<file path="config.mk">
export PLATFORM = sky130hd
export DESIGN_NAME = fpws_top
export DESIGN_NICKNAME = d
export VERILOG_FILES = /design/src/fpws_pkg.sv /design/src/fpws_seq_if.sv /design/src/fpws_hold_buf.sv /design/src/fpws_prog_timer.sv /design/src/fpws_top.sv
export VERILOG_INCLUDE_DIRS = /design/src /design/src/src
export SDC_FILE = /design/constraint.sdc
export NUM_CORES = 1
export LEC_CHECK = 0
export ABC_AREA = 0
export BUFFER_PORTS_ARGS = -buffer_cell sky130_fd_sc_hd__buf_2
export CORE_AREA = 2 2 329 331
export DETAILED_ROUTE_END_ITERATION = 8
export DIE_AREA = 0 0 331 333
export GPL_TIMING_DRIVEN = 0
export PLACE_DENSITY = 0.45
export REMOVE_ABC_BUFFERS = 1
export SLEW_MARGIN = 20
export SYNTH_ARGS = -nofsm -noshare
export SYNTH_HDL_FRONTEND = slang
export SYNTH_SLANG_ARGS = --single-unit
</file>
<file path="constraint.sdc">
create_clock -name clk_sys_in -period 5.2 [get_ports clk_sys_in]
set_input_delay 0 -clock clk_sys_in [delete_from_list [all_inputs] [get_ports clk_sys_in]]
set_output_delay 0 -clock clk_sys_in [all_outputs]
set_load 0.005 [all_outputs]
</file>
<file path="src/fpws_cfg.svh">
// Offsets, field positions, reset values and timing counts of the flash write sequencer
`ifndef FPWS_CFG_SVH
`define FPWS_CFG_SVH

// ====================================================================
// Register offsets
`define FPWS_OFS_CTRL 8'h00
`define FPWS_OFS_UNLOCK 8'h01
`define FPWS_OFS_LATCH 8'h02
`define FPWS_OFS_PTR_L 8'h03
`define FPWS_OFS_PTR_H 8'h04
`define FPWS_OFS_PTR_U 8'h05
`define FPWS_OFS_STORE 8'h06

// ====================================================================
// Control and store register fields
`define FPWS_CTRL_GO 1
`define FPWS_CTRL_WRITE_ENABLE_BIT 2
`define FPWS_CTRL_ERR 3
`define FPWS_CTRL_WORD_PROGRAM_SELECT 5
`define FPWS_STORE_INC 0

// ====================================================================
// Unlock keys, holding buffer, reset values, pointer width
`define FPWS_KEY_FIRST 8'h55
`define FPWS_KEY_SECOND 8'hAA
`define FPWS_HOLD_BYTES 64
`define FPWS_IDX_W 6
`define FPWS_HOLD_RST 8'hFF
`define FPWS_PTR_W 22

// ====================================================================
// Timing
`define FPWS_CLK_MHZ 250
`define FPWS_LONG_PROG_NS 1000000
`define FPWS_LONG_PROG_CYC ((`FPWS_LONG_PROG_NS * `FPWS_CLK_MHZ) / 1000)

`endif

</file>
<file path="src/fpws_pkg.sv">
// Types shared by the flash write sequencer modules
package fpws_pkg;

  // ====================================================================
  // Sequencer and unlock states
  typedef enum logic {
    FPWS_IDLE,
    FPWS_PROG
  } fpws_state_t;

  typedef enum logic [1:0] {
    FPWS_UNL_NONE,
    FPWS_UNL_FIRST,
    FPWS_UNL_DONE
  } fpws_unl_t;

endpackage : fpws_pkg

</file>
<file path="src/fpws_seq_if.sv">
// Interface joining the sequencer to its holding buffer and programming timer
`timescale 1ns/1ps
`include "fpws_cfg.svh"

interface fpws_seq_if;
  logic hold_wr;
  logic [`FPWS_IDX_W-1:0] hold_wr_idx;
  logic [7:0] hold_wr_data;
  logic [`FPWS_IDX_W-1:0] hold_rd_idx;
  logic [7:0] hold_rd_data;
  logic tmr_start;
  logic tmr_done;

  modport ctrl (
    output hold_wr, hold_wr_idx, hold_wr_data, hold_rd_idx, tmr_start,
    input hold_rd_data, tmr_done
  );
  modport hold (
    input hold_wr, hold_wr_idx, hold_wr_data, hold_rd_idx,
    output hold_rd_data
  );
  modport tmr (
    input tmr_start,
    output tmr_done
  );
endinterface : fpws_seq_if

</file>
<file path="src/fpws_hold_buf.sv">
// Byte-wide holding registers that collect one programming block
`timescale 1ns/1ps
`include "fpws_cfg.svh"

module fpws_hold_buf import fpws_pkg::*; (
  // Clock and reset
  input wire logic clk_sys_in,
  input wire logic reset_in,
  // Sequencer side
  fpws_seq_if.hold seq
);

  logic [7:0] mem_q [`FPWS_HOLD_BYTES];

  // ====================================================================
  // Storage; contents survive a long write and are only reset with the device
  always_ff @(posedge clk_sys_in) begin
    if (reset_in) begin
      for (int i = 0; i < `FPWS_HOLD_BYTES; i++) begin
        mem_q[i] <= `FPWS_HOLD_RST;
      end
    end else if (seq.hold_wr) begin
      mem_q[seq.hold_wr_idx] <= seq.hold_wr_data;
    end
  end

  assign seq.hold_rd_data = mem_q[seq.hold_rd_idx];

endmodule : fpws_hold_buf

</file>
<file path="src/fpws_prog_timer.sv">
// Programming timer that sets the length of a long write
`timescale 1ns/1ps
`include "fpws_cfg.svh"

module fpws_prog_timer import fpws_pkg::*; #(
  parameter int unsigned CYCLES = `FPWS_LONG_PROG_CYC
) (
  // Clock and reset
  input wire logic clk_sys_in,
  input wire logic reset_in,
  // Sequencer side
  fpws_seq_if.tmr seq
);

  localparam int unsigned CNT_W = $clog2(CYCLES + 1);

  logic [CNT_W-1:0] cnt_q;
  logic run_q;
  logic done_q;

  generate
    if (CYCLES < 2) begin : g_bad
      $error("fpws_prog_timer: CYCLES must be at least 2");
    end
  endgenerate

  // ====================================================================
  // Count down; done pulses for one cycle at the end
  always_ff @(posedge clk_sys_in) begin
    if (reset_in) begin
      cnt_q <= '0;
      run_q <= 1'b0;
      done_q <= 1'b0;
    end else begin
      done_q <= 1'b0;
      if (seq.tmr_start) begin
        cnt_q <= CNT_W'(CYCLES - 2);
        run_q <= 1'b1;
      end else if (run_q) begin
        if (cnt_q == '0) begin
          run_q <= 1'b0;
          done_q <= 1'b1;
        end else begin
          cnt_q <= cnt_q - 1'b1;
        end
      end
    end
  end

  assign seq.tmr_done = done_q;

endmodule : fpws_prog_timer

</file>
<file path="src/fpws_top.sv">
// Flash program write sequencer: table writes, unlock, long write and stall
//
// Chosen here: the register offsets and strobed register access.
`timescale 1ns/1ps
`include "fpws_cfg.svh"

module fpws_top import fpws_pkg::*; #(
  parameter int unsigned PTR_W = `FPWS_PTR_W,
  parameter int unsigned PROG_CYCLES = `FPWS_LONG_PROG_CYC
) (
  // Clock and reset
  input wire logic clk_sys_in,
  input wire logic reset_in,
  // Register port
  input wire logic [7:0] reg_addr_in,
  input wire logic [7:0] reg_wdata_in,
  input wire logic reg_wr_in,
  input wire logic reg_rd_in,
  output logic [7:0] reg_rdata_out,
  // Core stall
  output logic cpu_stall_out,
  // Flash array write port
  output logic flash_wr_en_out,
  output logic [PTR_W-1:0] flash_addr_out,
  output logic [7:0] flash_data_out
);

  localparam int unsigned IW = `FPWS_IDX_W;

  generate
    // Pointer bytes L and H always exist; U supplies whatever lies above bit 15
    if (PTR_W < 16 || PTR_W > 24) begin : g_bad_ptr
      $error("fpws_top: PTR_W must lie between 16 and 24");
    end
    if (`FPWS_HOLD_BYTES != (1 << IW)) begin : g_bad_idx
      $error("fpws_top: holding index width must address every holding register");
    end
    if (PROG_CYCLES < `FPWS_HOLD_BYTES + 2) begin : g_bad_cyc
      $error("fpws_top: PROG_CYCLES must cover the block transfer");
    end
  endgenerate

  fpws_seq_if seq ();

  fpws_hold_buf u_hold (
    .clk_sys_in (clk_sys_in),
    .reset_in (reset_in),
    .seq (seq.hold)
  );

  fpws_prog_timer #(
    .CYCLES (PROG_CYCLES)
  ) u_tmr (
    .clk_sys_in (clk_sys_in),
    .reset_in (reset_in),
    .seq (seq.tmr)
  );

  // ====================================================================
  // State
  fpws_state_t state_q;
  fpws_unl_t unl_q;
  logic [PTR_W-1:0] ptr_q;
  logic [7:0] latch_q;
  logic write_enable_bit_q;
  logic word_program_select_q;
  logic err_q;
  logic [PTR_W-IW-1:0] blk_q;
  logic [IW-1:0] strm_idx_q;
  logic [IW-1:0] strm_last_q;
  logic strm_act_q;
  logic tmr_start_q;
  logic [7:0] rdata_q;
  logic stall_q;
  logic fwr_q;
  logic [PTR_W-1:0] faddr_q;
  logic [7:0] fdata_q;

  // ====================================================================
  // Decode; registers are frozen while a long write runs
  logic idle;
  logic wr_ctrl;
  logic wr_store;
  logic go_req;
  logic go_ok;
  logic [PTR_W-1:0] ptr_inc;
  logic [23:0] ptr_wide;
  logic wr_latch;
  logic [7:0] ctrl_rd;

  assign idle = (state_q == FPWS_IDLE);
  assign wr_latch = reg_wr_in && idle && (reg_addr_in == `FPWS_OFS_LATCH);
  assign wr_ctrl = reg_wr_in && idle && (reg_addr_in == `FPWS_OFS_CTRL);
  assign wr_store = reg_wr_in && idle && (reg_addr_in == `FPWS_OFS_STORE);
  assign go_req = wr_ctrl && reg_wdata_in[`FPWS_CTRL_GO];
  // Write enable must already be set and stay set in the go write
  assign go_ok = go_req && write_enable_bit_q && reg_wdata_in[`FPWS_CTRL_WRITE_ENABLE_BIT]
    && (unl_q == FPWS_UNL_DONE);
  assign ptr_inc = ptr_q + 1'b1;
  assign ptr_wide = 24'(ptr_q);

  // ====================================================================
  // Unlock sequence: any other write in between breaks it
  always_ff @(posedge clk_sys_in) begin
    if (reset_in) begin
      unl_q <= FPWS_UNL_NONE;
    end else if (reg_wr_in && idle) begin
      if (reg_addr_in == `FPWS_OFS_UNLOCK && reg_wdata_in == `FPWS_KEY_FIRST) begin
        unl_q <= FPWS_UNL_FIRST;
      end else if (reg_addr_in == `FPWS_OFS_UNLOCK && reg_wdata_in == `FPWS_KEY_SECOND
                   && unl_q == FPWS_UNL_FIRST) begin
        unl_q <= FPWS_UNL_DONE;
      end else begin
        unl_q <= FPWS_UNL_NONE;
      end
    end
  end

  // ====================================================================
  // Table latch; one byte per table store
  always_ff @(posedge clk_sys_in) begin
    if (reset_in) begin
      latch_q <= 8'h00;
    end else if (wr_latch) begin
      latch_q <= reg_wdata_in;
    end
  end

  // ====================================================================
  // Table pointer and holding register stores
  always_ff @(posedge clk_sys_in) begin
    if (reset_in) begin
      ptr_q <= '0;
    end else if (reg_wr_in && idle) begin
      case (reg_addr_in)
        `FPWS_OFS_PTR_L: ptr_q[7:0] <= reg_wdata_in;
        `FPWS_OFS_PTR_H: ptr_q[15:8] <= 8'(reg_wdata_in);
        `FPWS_OFS_PTR_U: ptr_q <= PTR_W'({reg_wdata_in, ptr_q[15:0]});
        `FPWS_OFS_STORE: begin
          if (reg_wdata_in[`FPWS_STORE_INC]) begin
            ptr_q <= ptr_inc;
          end
        end
        default: begin
        end
      endcase
    end
  end

  // Short write: only the holding register at the pointer is touched
  assign seq.hold_wr = wr_store;
  assign seq.hold_wr_idx = reg_wdata_in[`FPWS_STORE_INC] ? ptr_inc[IW-1:0]
                                                        : ptr_q[IW-1:0];
  assign seq.hold_wr_data = latch_q;
  assign seq.hold_rd_idx = strm_idx_q;
  assign seq.tmr_start = tmr_start_q;

  // ====================================================================
  // Control bits
  always_ff @(posedge clk_sys_in) begin
    if (reset_in) begin
      write_enable_bit_q <= 1'b0;
      word_program_select_q <= 1'b0;
    end else if (wr_ctrl) begin
      write_enable_bit_q <= reg_wdata_in[`FPWS_CTRL_WRITE_ENABLE_BIT];
      word_program_select_q <= reg_wdata_in[`FPWS_CTRL_WORD_PROGRAM_SELECT];
    end
  end

  // A refused go sets the error flag, which wins over a clear in the same write
  always_ff @(posedge clk_sys_in) begin
    if (reset_in) begin
      err_q <= 1'b0;
    end else if (wr_ctrl) begin
      err_q <= (go_req && !go_ok) || (err_q && reg_wdata_in[`FPWS_CTRL_ERR]);
    end
  end

  // Control register as software reads it; unused bits read as zero
  always_comb begin
    ctrl_rd = 8'h00;
    ctrl_rd[`FPWS_CTRL_GO] = !idle;
    ctrl_rd[`FPWS_CTRL_WRITE_ENABLE_BIT] = write_enable_bit_q;
    ctrl_rd[`FPWS_CTRL_ERR] = err_q;
    ctrl_rd[`FPWS_CTRL_WORD_PROGRAM_SELECT] = word_program_select_q;
  end

  // ====================================================================
  // Long write sequencing
  always_ff @(posedge clk_sys_in) begin
    if (reset_in) begin
      state_q <= FPWS_IDLE;
      blk_q <= '0;
      tmr_start_q <= 1'b0;
      stall_q <= 1'b0;
    end else begin
      tmr_start_q <= 1'b0;
      case (state_q)
        FPWS_IDLE: begin
          if (go_ok) begin
            state_q <= FPWS_PROG;
            blk_q <= ptr_q[PTR_W-1:IW];
            tmr_start_q <= 1'b1;
            stall_q <= 1'b1;
          end
        end
        FPWS_PROG: begin
          // Only the timer ends the write; software cannot cut it short
          if (seq.tmr_done) begin
            state_q <= FPWS_IDLE;
            stall_q <= 1'b0;
          end
        end
        default: begin
          state_q <= FPWS_IDLE;
          stall_q <= 1'b0;
        end
      endcase
    end
  end

  // ====================================================================
  // Byte stream index; word mode sends only the addressed word
  always_ff @(posedge clk_sys_in) begin
    if (reset_in) begin
      strm_idx_q <= '0;
      strm_last_q <= '0;
      strm_act_q <= 1'b0;
    end else if (go_ok) begin
      strm_act_q <= 1'b1;
      if (word_program_select_q) begin
        strm_idx_q <= {ptr_q[IW-1:1], 1'b0};
        strm_last_q <= {ptr_q[IW-1:1], 1'b1};
      end else begin
        strm_idx_q <= '0;
        strm_last_q <= IW'(`FPWS_HOLD_BYTES - 1);
      end
    end else if (strm_act_q && !idle) begin
      strm_idx_q <= strm_idx_q + 1'b1;
      if (strm_idx_q == strm_last_q) begin
        strm_act_q <= 1'b0;
      end
    end
  end

  // ====================================================================
  // Holding register contents stream to the array, one byte per cycle
  always_ff @(posedge clk_sys_in) begin
    if (reset_in) begin
      fwr_q <= 1'b0;
      faddr_q <= '0;
      fdata_q <= 8'h00;
    end else begin
      fwr_q <= strm_act_q;
      faddr_q <= {blk_q, strm_idx_q};
      fdata_q <= seq.hold_rd_data;
    end
  end

  // ====================================================================
  // Read port; data stands in the cycle after the strobe only
  always_ff @(posedge clk_sys_in) begin
    if (reset_in) begin
      rdata_q <= 8'h00;
    end else if (reg_rd_in) begin
      case (reg_addr_in)
        `FPWS_OFS_CTRL: rdata_q <= ctrl_rd;
        `FPWS_OFS_LATCH: rdata_q <= latch_q;
        `FPWS_OFS_PTR_L: rdata_q <= ptr_wide[7:0];
        `FPWS_OFS_PTR_H: rdata_q <= ptr_wide[15:8];
        `FPWS_OFS_PTR_U: rdata_q <= ptr_wide[23:16];
        default: rdata_q <= 8'h00;
      endcase
    end else begin
      rdata_q <= 8'h00;
    end
  end

  assign reg_rdata_out = rdata_q;
  assign cpu_stall_out = stall_q;
  assign flash_wr_en_out = fwr_q;
  assign flash_addr_out = faddr_q;
  assign flash_data_out = fdata_q;

endmodule : fpws_top

</file>
## After elaboration in Yosys (flattened, before gate mapping)

Memory sizes are Yosys's and may differ from the RTL's. A register that Yosys moved wholly into a read port is not among the register bits.
Cells that the tools add are included.

| word-level totals | value |
|---|---|
| flip-flop bits (word level) | 118 |
| bits in writable memories | 512 |
| output and inout bits | 40 |
| logic and storage cells | 118 |
| memories kept | 1 |

| operators by class | value |
|---|---|
| add/sub/neg operators | 3 |
| equal/unequal tests | 15 |
| mux-type cells | 36 |
| bitwise gates (word level) | 4 |
| reductions and logical operators | 37 |

Memories:

| name | depth | width | rd ports | clocked after Yosys merged registers in | wr ports | line | RTL |
|---|---|---|---|---|---|---|---|
| u_hold.mem_q | 64 | 8 | 1 | 1 | 64 | fpws_hold_buf.sv:13 | `` logic [7:0] mem_q [`FPWS_HOLD_BYTES]; `` |

Operators with widths:

| cell | count |
|---|---|
| 18-bit 2-to-1 mux | 3 |
| 8-bit one-hot mux with 5 select lines | 1 |
| 6-bit 2-to-1 mux | 6 |
| 8-bit one-hot mux with 2 select lines | 2 |
| 8-bit by 3-bit == test with 1-bit output (second input constant) | 3 |
| 22-bit by 1-bit adder with 22-bit output (second input constant) | 1 |
| 22-bit 2-to-1 mux | 1 |
| 18-bit zero test | 1 |
| 18-bit by 1-bit subtractor with 18-bit output (second input constant) | 1 |
| 1-bit 2-to-1 mux | 17 |
| 8-bit by 2-bit == test with 1-bit output (second input constant) | 2 |
| 1-bit logical AND | 14 |
| 6-bit one-hot mux with 2 select lines | 1 |
| 2-bit nonzero test | 6 |
| 2-bit AND reduction | 5 |
| 3-bit AND reduction | 3 |
| 8-bit by 1-bit == test with 1-bit output (second input constant) | 1 |
| 8-bit by 7-bit == test with 1-bit output (second input constant) | 1 |
| 8-bit == test (second input constant) | 1 |
| 8-bit zero test | 1 |
| 8-bit 2-to-1 mux | 1 |
| 8-bit OR reduction | 1 |
| 6-bit by 1-bit adder with 6-bit output (second input constant) | 1 |
| 6-bit == test | 1 |
| other kinds (11) | 20 |

## Longest topological paths before layout

| depth | value |
|---|---|
| word-level depth | 10 |
| mapped depth | 10 |
| depth with buffers taken out | 7 |

## Hierarchy

A second synthesis with hierarchy kept.

| second synthesis, totals | value |
|---|---|
| cells, all modules | 2,277 |
| area, all modules | 29,868.6 um^2 |

By module, submodules not included:

| module | times used | cells each | area each (um^2) | seq. area each (um^2) |
|---|---|---|---|---|
| fpws_hold_buf | 1 | 1,592 | 24,036.8 | 15,374.7 |
| fpws_top | 1 | 565 | 4,793.3 | 2,122.0 |
| fpws_prog_timer | 1 | 120 | 1,038.5 | 400.4 |

## Least setup slack after synthesis

Ideal clock, no wire load.

| timing path | value |
|---|---|
| path kind | input-to-reg |
| from | input reg_addr_in[3] |
| to | memory u_hold.mem_q[59][0], enable pin |
| arrival time | 2.239 ns |
| path slack | 2.651 ns |
| stages | 7 |
| cell sequence | or4_1 > buf_2 > or4_1 > buf_6 > nor4_4 > and2_1 > or2_2 |

RTL lines:

| element | line | RTL |
|---|---|---|
| from (decl) | fpws_top.sv:15 | `input wire logic [7:0] reg_addr_in,` |
| to (decl) | fpws_hold_buf.sv:13 |  |

==> flow_summary_export.csv <==
group,metric,value,unit
worst_setup_path,crit_type,"flip-flop to flip-flop",
layout,final_cell_mix,"512 x edfxtp_1, 431 x or2_2, 156 x nand2b_1",
global_routing,grt_usage,15.27,%
layout,drive_gt1_share,33.52,%
worst_setup_path,start_kind,"flip-flop",
sta,worst_slew_pin_slew,1.240,ns
drt,drc,0,
worst_setup_path,crit_required,5.45,ns
placement,dp.final_hpwl,54780,um
clocking,cts_setup_buffers,0,
clocking,cts_sinks,638,
power_and_ir_drop,finalPower,10.67,mW
clocking,cts_resized,0,
synth,synth_cell_types,70,
synth,synthArstFlopShare,0,%
sta,fin_worst_skew,0.03199,ns
floorplanning,top_level_ports,60,
layout,finalInstanceArea,34120,um^2
flow_run,max-cap-violations,0,
worst_hold_path,hold_start,"reg_addr_in[0]",
layout,layout_commonest_cell,"edfxtp_1",
layout,synthToLayoutAreaGrowth,15.34,%
floorplanning,initial_utilization,27.75,%
global_routing,antenna_found_initial,2,
drt,via_per_inst,4.859,
floorplanning,dieArea,110200,um^2
worst_setup_path,r2r_start,"ptr_q[0]$_SDFFE_PP0P_",
power_and_ir_drop,ir_drop,197.6,uV
global_routing,grt_max_degree,91,
worst_setup_path,ff2ff_setup_slack,1.22,ns
synth,synth.largest_area_cell,"edfxtp_1",
worst_setup_path,crit_arrival,4.23,ns
sta,fin_tns_setup,0,ns
power_and_ir_drop,p_leak,8.974,nW
floorplanning,std_cell_rows,120,
clocking,clock_latency,0.62,ns
worst_setup_path,r2r-end,"u_hold.mem_q[53][1]$_SDFFCE_PN1P_",
synth,synth_seq_cells,638,
placement,globalplace.congestion,0.8052,
sta,slew_violations,0,
synth,syn_inst,2264,
layout,utilization,32.01,%
drt,drtIter0Drc,1562,
sta,period_share,76.62,%
power_and_ir_drop,p_per_area,312.6,nW/um^2
floorplanning,die_y,333,um
worst_hold_path,whs_endpoint,"ptr_q[13]$_SDFFE_PP0P_",
floorplanning,core,106600,um^2
clocking,cts_tree,"yes",
global_routing,grt_pass1_wl,126000,um
synth,syn_area,29580,um^2
clocking,htreeDepth,3,
floorplanning,die_w,331,um
layout,fin_nets,2302,
clocking,numCtsBuffers,71,
clocking,ctsHoldBuffers,21,
clocking,cts.clk_slew.worst_paths,0.06,ns
clocking,clk_path_buf_depth,3,
drt,ant_nets,0,
synth,synth-seq-area-share,60.50,%
drt,drt-total-wl,83460,um
layout,diodes,0,
drt,drtPass1Iterations,5,
sta,finalSetupViolCount,0,
sta,hold_viol_final,0,
layout,nFillCells,10572,
synth,synth_ff_type,"edfxtp_1",
synth,ys_warn_count,0,
synth,yosysTopAreaCellShare,51.98,%
drt,wire_per_inst,22.34,um
synth,synth-edff-count,512,
sta,slew_headroom,17.31,%
placement,place_area,31660,um^2
drt,num_vias,18155,
placement,numPortBuffers,59,
sta,rsz0062_at_grt,"no",
outcome,status,"finished, final reports clean",
worst_setup_path,worstRegToRegCells,6,
synth,syn-mean-instance-area,13.07,um^2
global_routing,grt_overflow_total,0,
synth,synth_area_leaders,"edfxtp_1 52%, or2_2 9.1%, dfxtp_1 8.5%",
sta,min_period,3.984,ns
global_routing,grt_pass1_vias,19021,
worst_hold_path,hold_path_depth,4,
worst_setup_path,cp-end-kind,"flip-flop",
worst_setup_path,cp_max_fo,14,
worst_hold_path,hp-class,"input port to flip-flop",
sta,fmax,251.0,MHz
clocking,root_buffer,"clkbuf_16",
-- power breakdown --
group	switching (mW)	leakage (nW)	internal, mW
clock	2.09	1.09	2.86
combinational	0.165	3.33	0.0478
sequential	0.00576	4.55	5.49
-- kinds of logic (layout without fill, tap and decap cells) --
family                     after synthesis  after routing  share of synthesized area (%)
xor gates and xnor gates                32             32                         0.9475
adders and majority gates                3              3                         0.1269
DFF                                    638            638                          60.50
and+or+nand+nor                        966            966                          19.17
muxes                                  194            194                          11.33
buffers and inverters                  189            258                          2.504
AOI/OAI and AO/OA                      242            242                          5.423
-- worst max-delay path, stage by stage, from the launching register on --
cell	delay, ns
dfxtp_1	0.60
ha_1	0.38
nand4_1	0.21
xor2_1	0.27
a21oi_1	0.98
nand2_1	0.55
nand2b_1	0.60
-- per-layer routing --
layer / part of all wire, % / up-vias / GRT usage (%)
li1: - / 8327 / -
met4: 2.2 / 0 / 4.044
met1: 47 / 9269 / 21.54
met2: 47 / 439 / 24.41
met5: 0 / - / 0
met3: 4.5 / 120 / 2.254
-- synth_stat cells (10+ instances only) --
| master | number |
|---|---|
| edfxtp_1 | 512 |
| or2_2 | 431 |
| nand2b_1 | 156 |
| nand2_1 | 141 |
| clkbuf_1 | 129 |
| dfxtp_1 | 126 |
| mux4_2 | 111 |
| a21oi_1 | 79 |
| mux2i_1 | 67 |
| nor2_1 | 61 |
| o21ai_0 | 33 |
| nor3_1 | 25 |
| nand3_1 | 23 |
| nor2b_1 | 23 |
| buf_1 | 21 |
| xnor2_1 | 21 |
| o22ai_1 | 20 |
| buf_2 | 19 |
| nand4_1 | 19 |
| and2_1 | 18 |
| inv_1 | 18 |
| mux2_2 | 16 |
| a211oi_1 | 14 |
| nor4_1 | 13 |
| o221ai_1 | 13 |
| xor2_1 | 11 |
| a221oi_1 | 10 |
| nor3b_1 | 10 |
-- worst max path at each step --
| stage | startpoint | to | slack, ns | depth (start not counted) |
|---|---|---|---|---|
| detailed placement | reg_addr_in[3] | u_hold.mem_q[53][5]$_SDFFCE_PN1P_ | 1.14 | 7 |
| global placement | seq.hold_rd_idx[0]$_SDFFE_PP0P_ | flash_data_out[5]$_SDFF_PP0_ | -5.32 | 5 |
| global route | ptr_q[0]$_SDFFE_PP0P_ | u_hold.mem_q[53][1]$_SDFFCE_PN1P_ | 1.06 | 6 |
| CTS | ptr_q[0]$_SDFFE_PP0P_ | u_hold.mem_q[53][1]$_SDFFCE_PN1P_ | 1.27 | 6 |
| finish | ptr_q[0]$_SDFFE_PP0P_ | u_hold.mem_q[53][1]$_SDFFCE_PN1P_ | 1.22 | 6 |
| floorplan | seq.hold_rd_idx[0]$_SDFFE_PP0P_ | flash_data_out[0]$_SDFF_PP0_ | -1.53 | 5 |
-- flip-flops by register name (all words and copies together) (netlist names), 2 cells and up --
register,count
seq.hold_rd_idx,6
unl_q,2
reg_rdata_out,8
flash_addr_out,22
latch_q,8
ptr_q,22
u_tmr.cnt_q,18
strm_last_q,6
flash_data_out,8
blk_q,16
u_hold.mem_q,512
-- cell type report --
class | instances | area, um^2 | area share, %
sequential | 638 | 17940 | 52.58
multi-input combinational | 1437 | 10970 | 32.15
clock buffer | 97 | 2011 | 5.893
tap | 1403 | 1755 | 5.145
timing repair buffer | 112 | 1130 | 3.311
clock inverter | 30 | 240.2 | 0.7041
inverter | 19 | 71.32 | 0.2090
-- per-stage QoR --
step / setup WS [ns] / hold slack, ns / cells
detailed placement: 1.135 / 0.3757 / 3588
global route: 1.061 / 0.1656 / 3736
floorplan: -1.531 / 0.06669 / 2094
global placement: -5.320 / 0.3820 / 3556
finish: 1.216 / 0.1353 / 3736
CTS: 1.269 / 0.06440 / 3736
No activity file was read; power rests on OpenSTA's default activity.
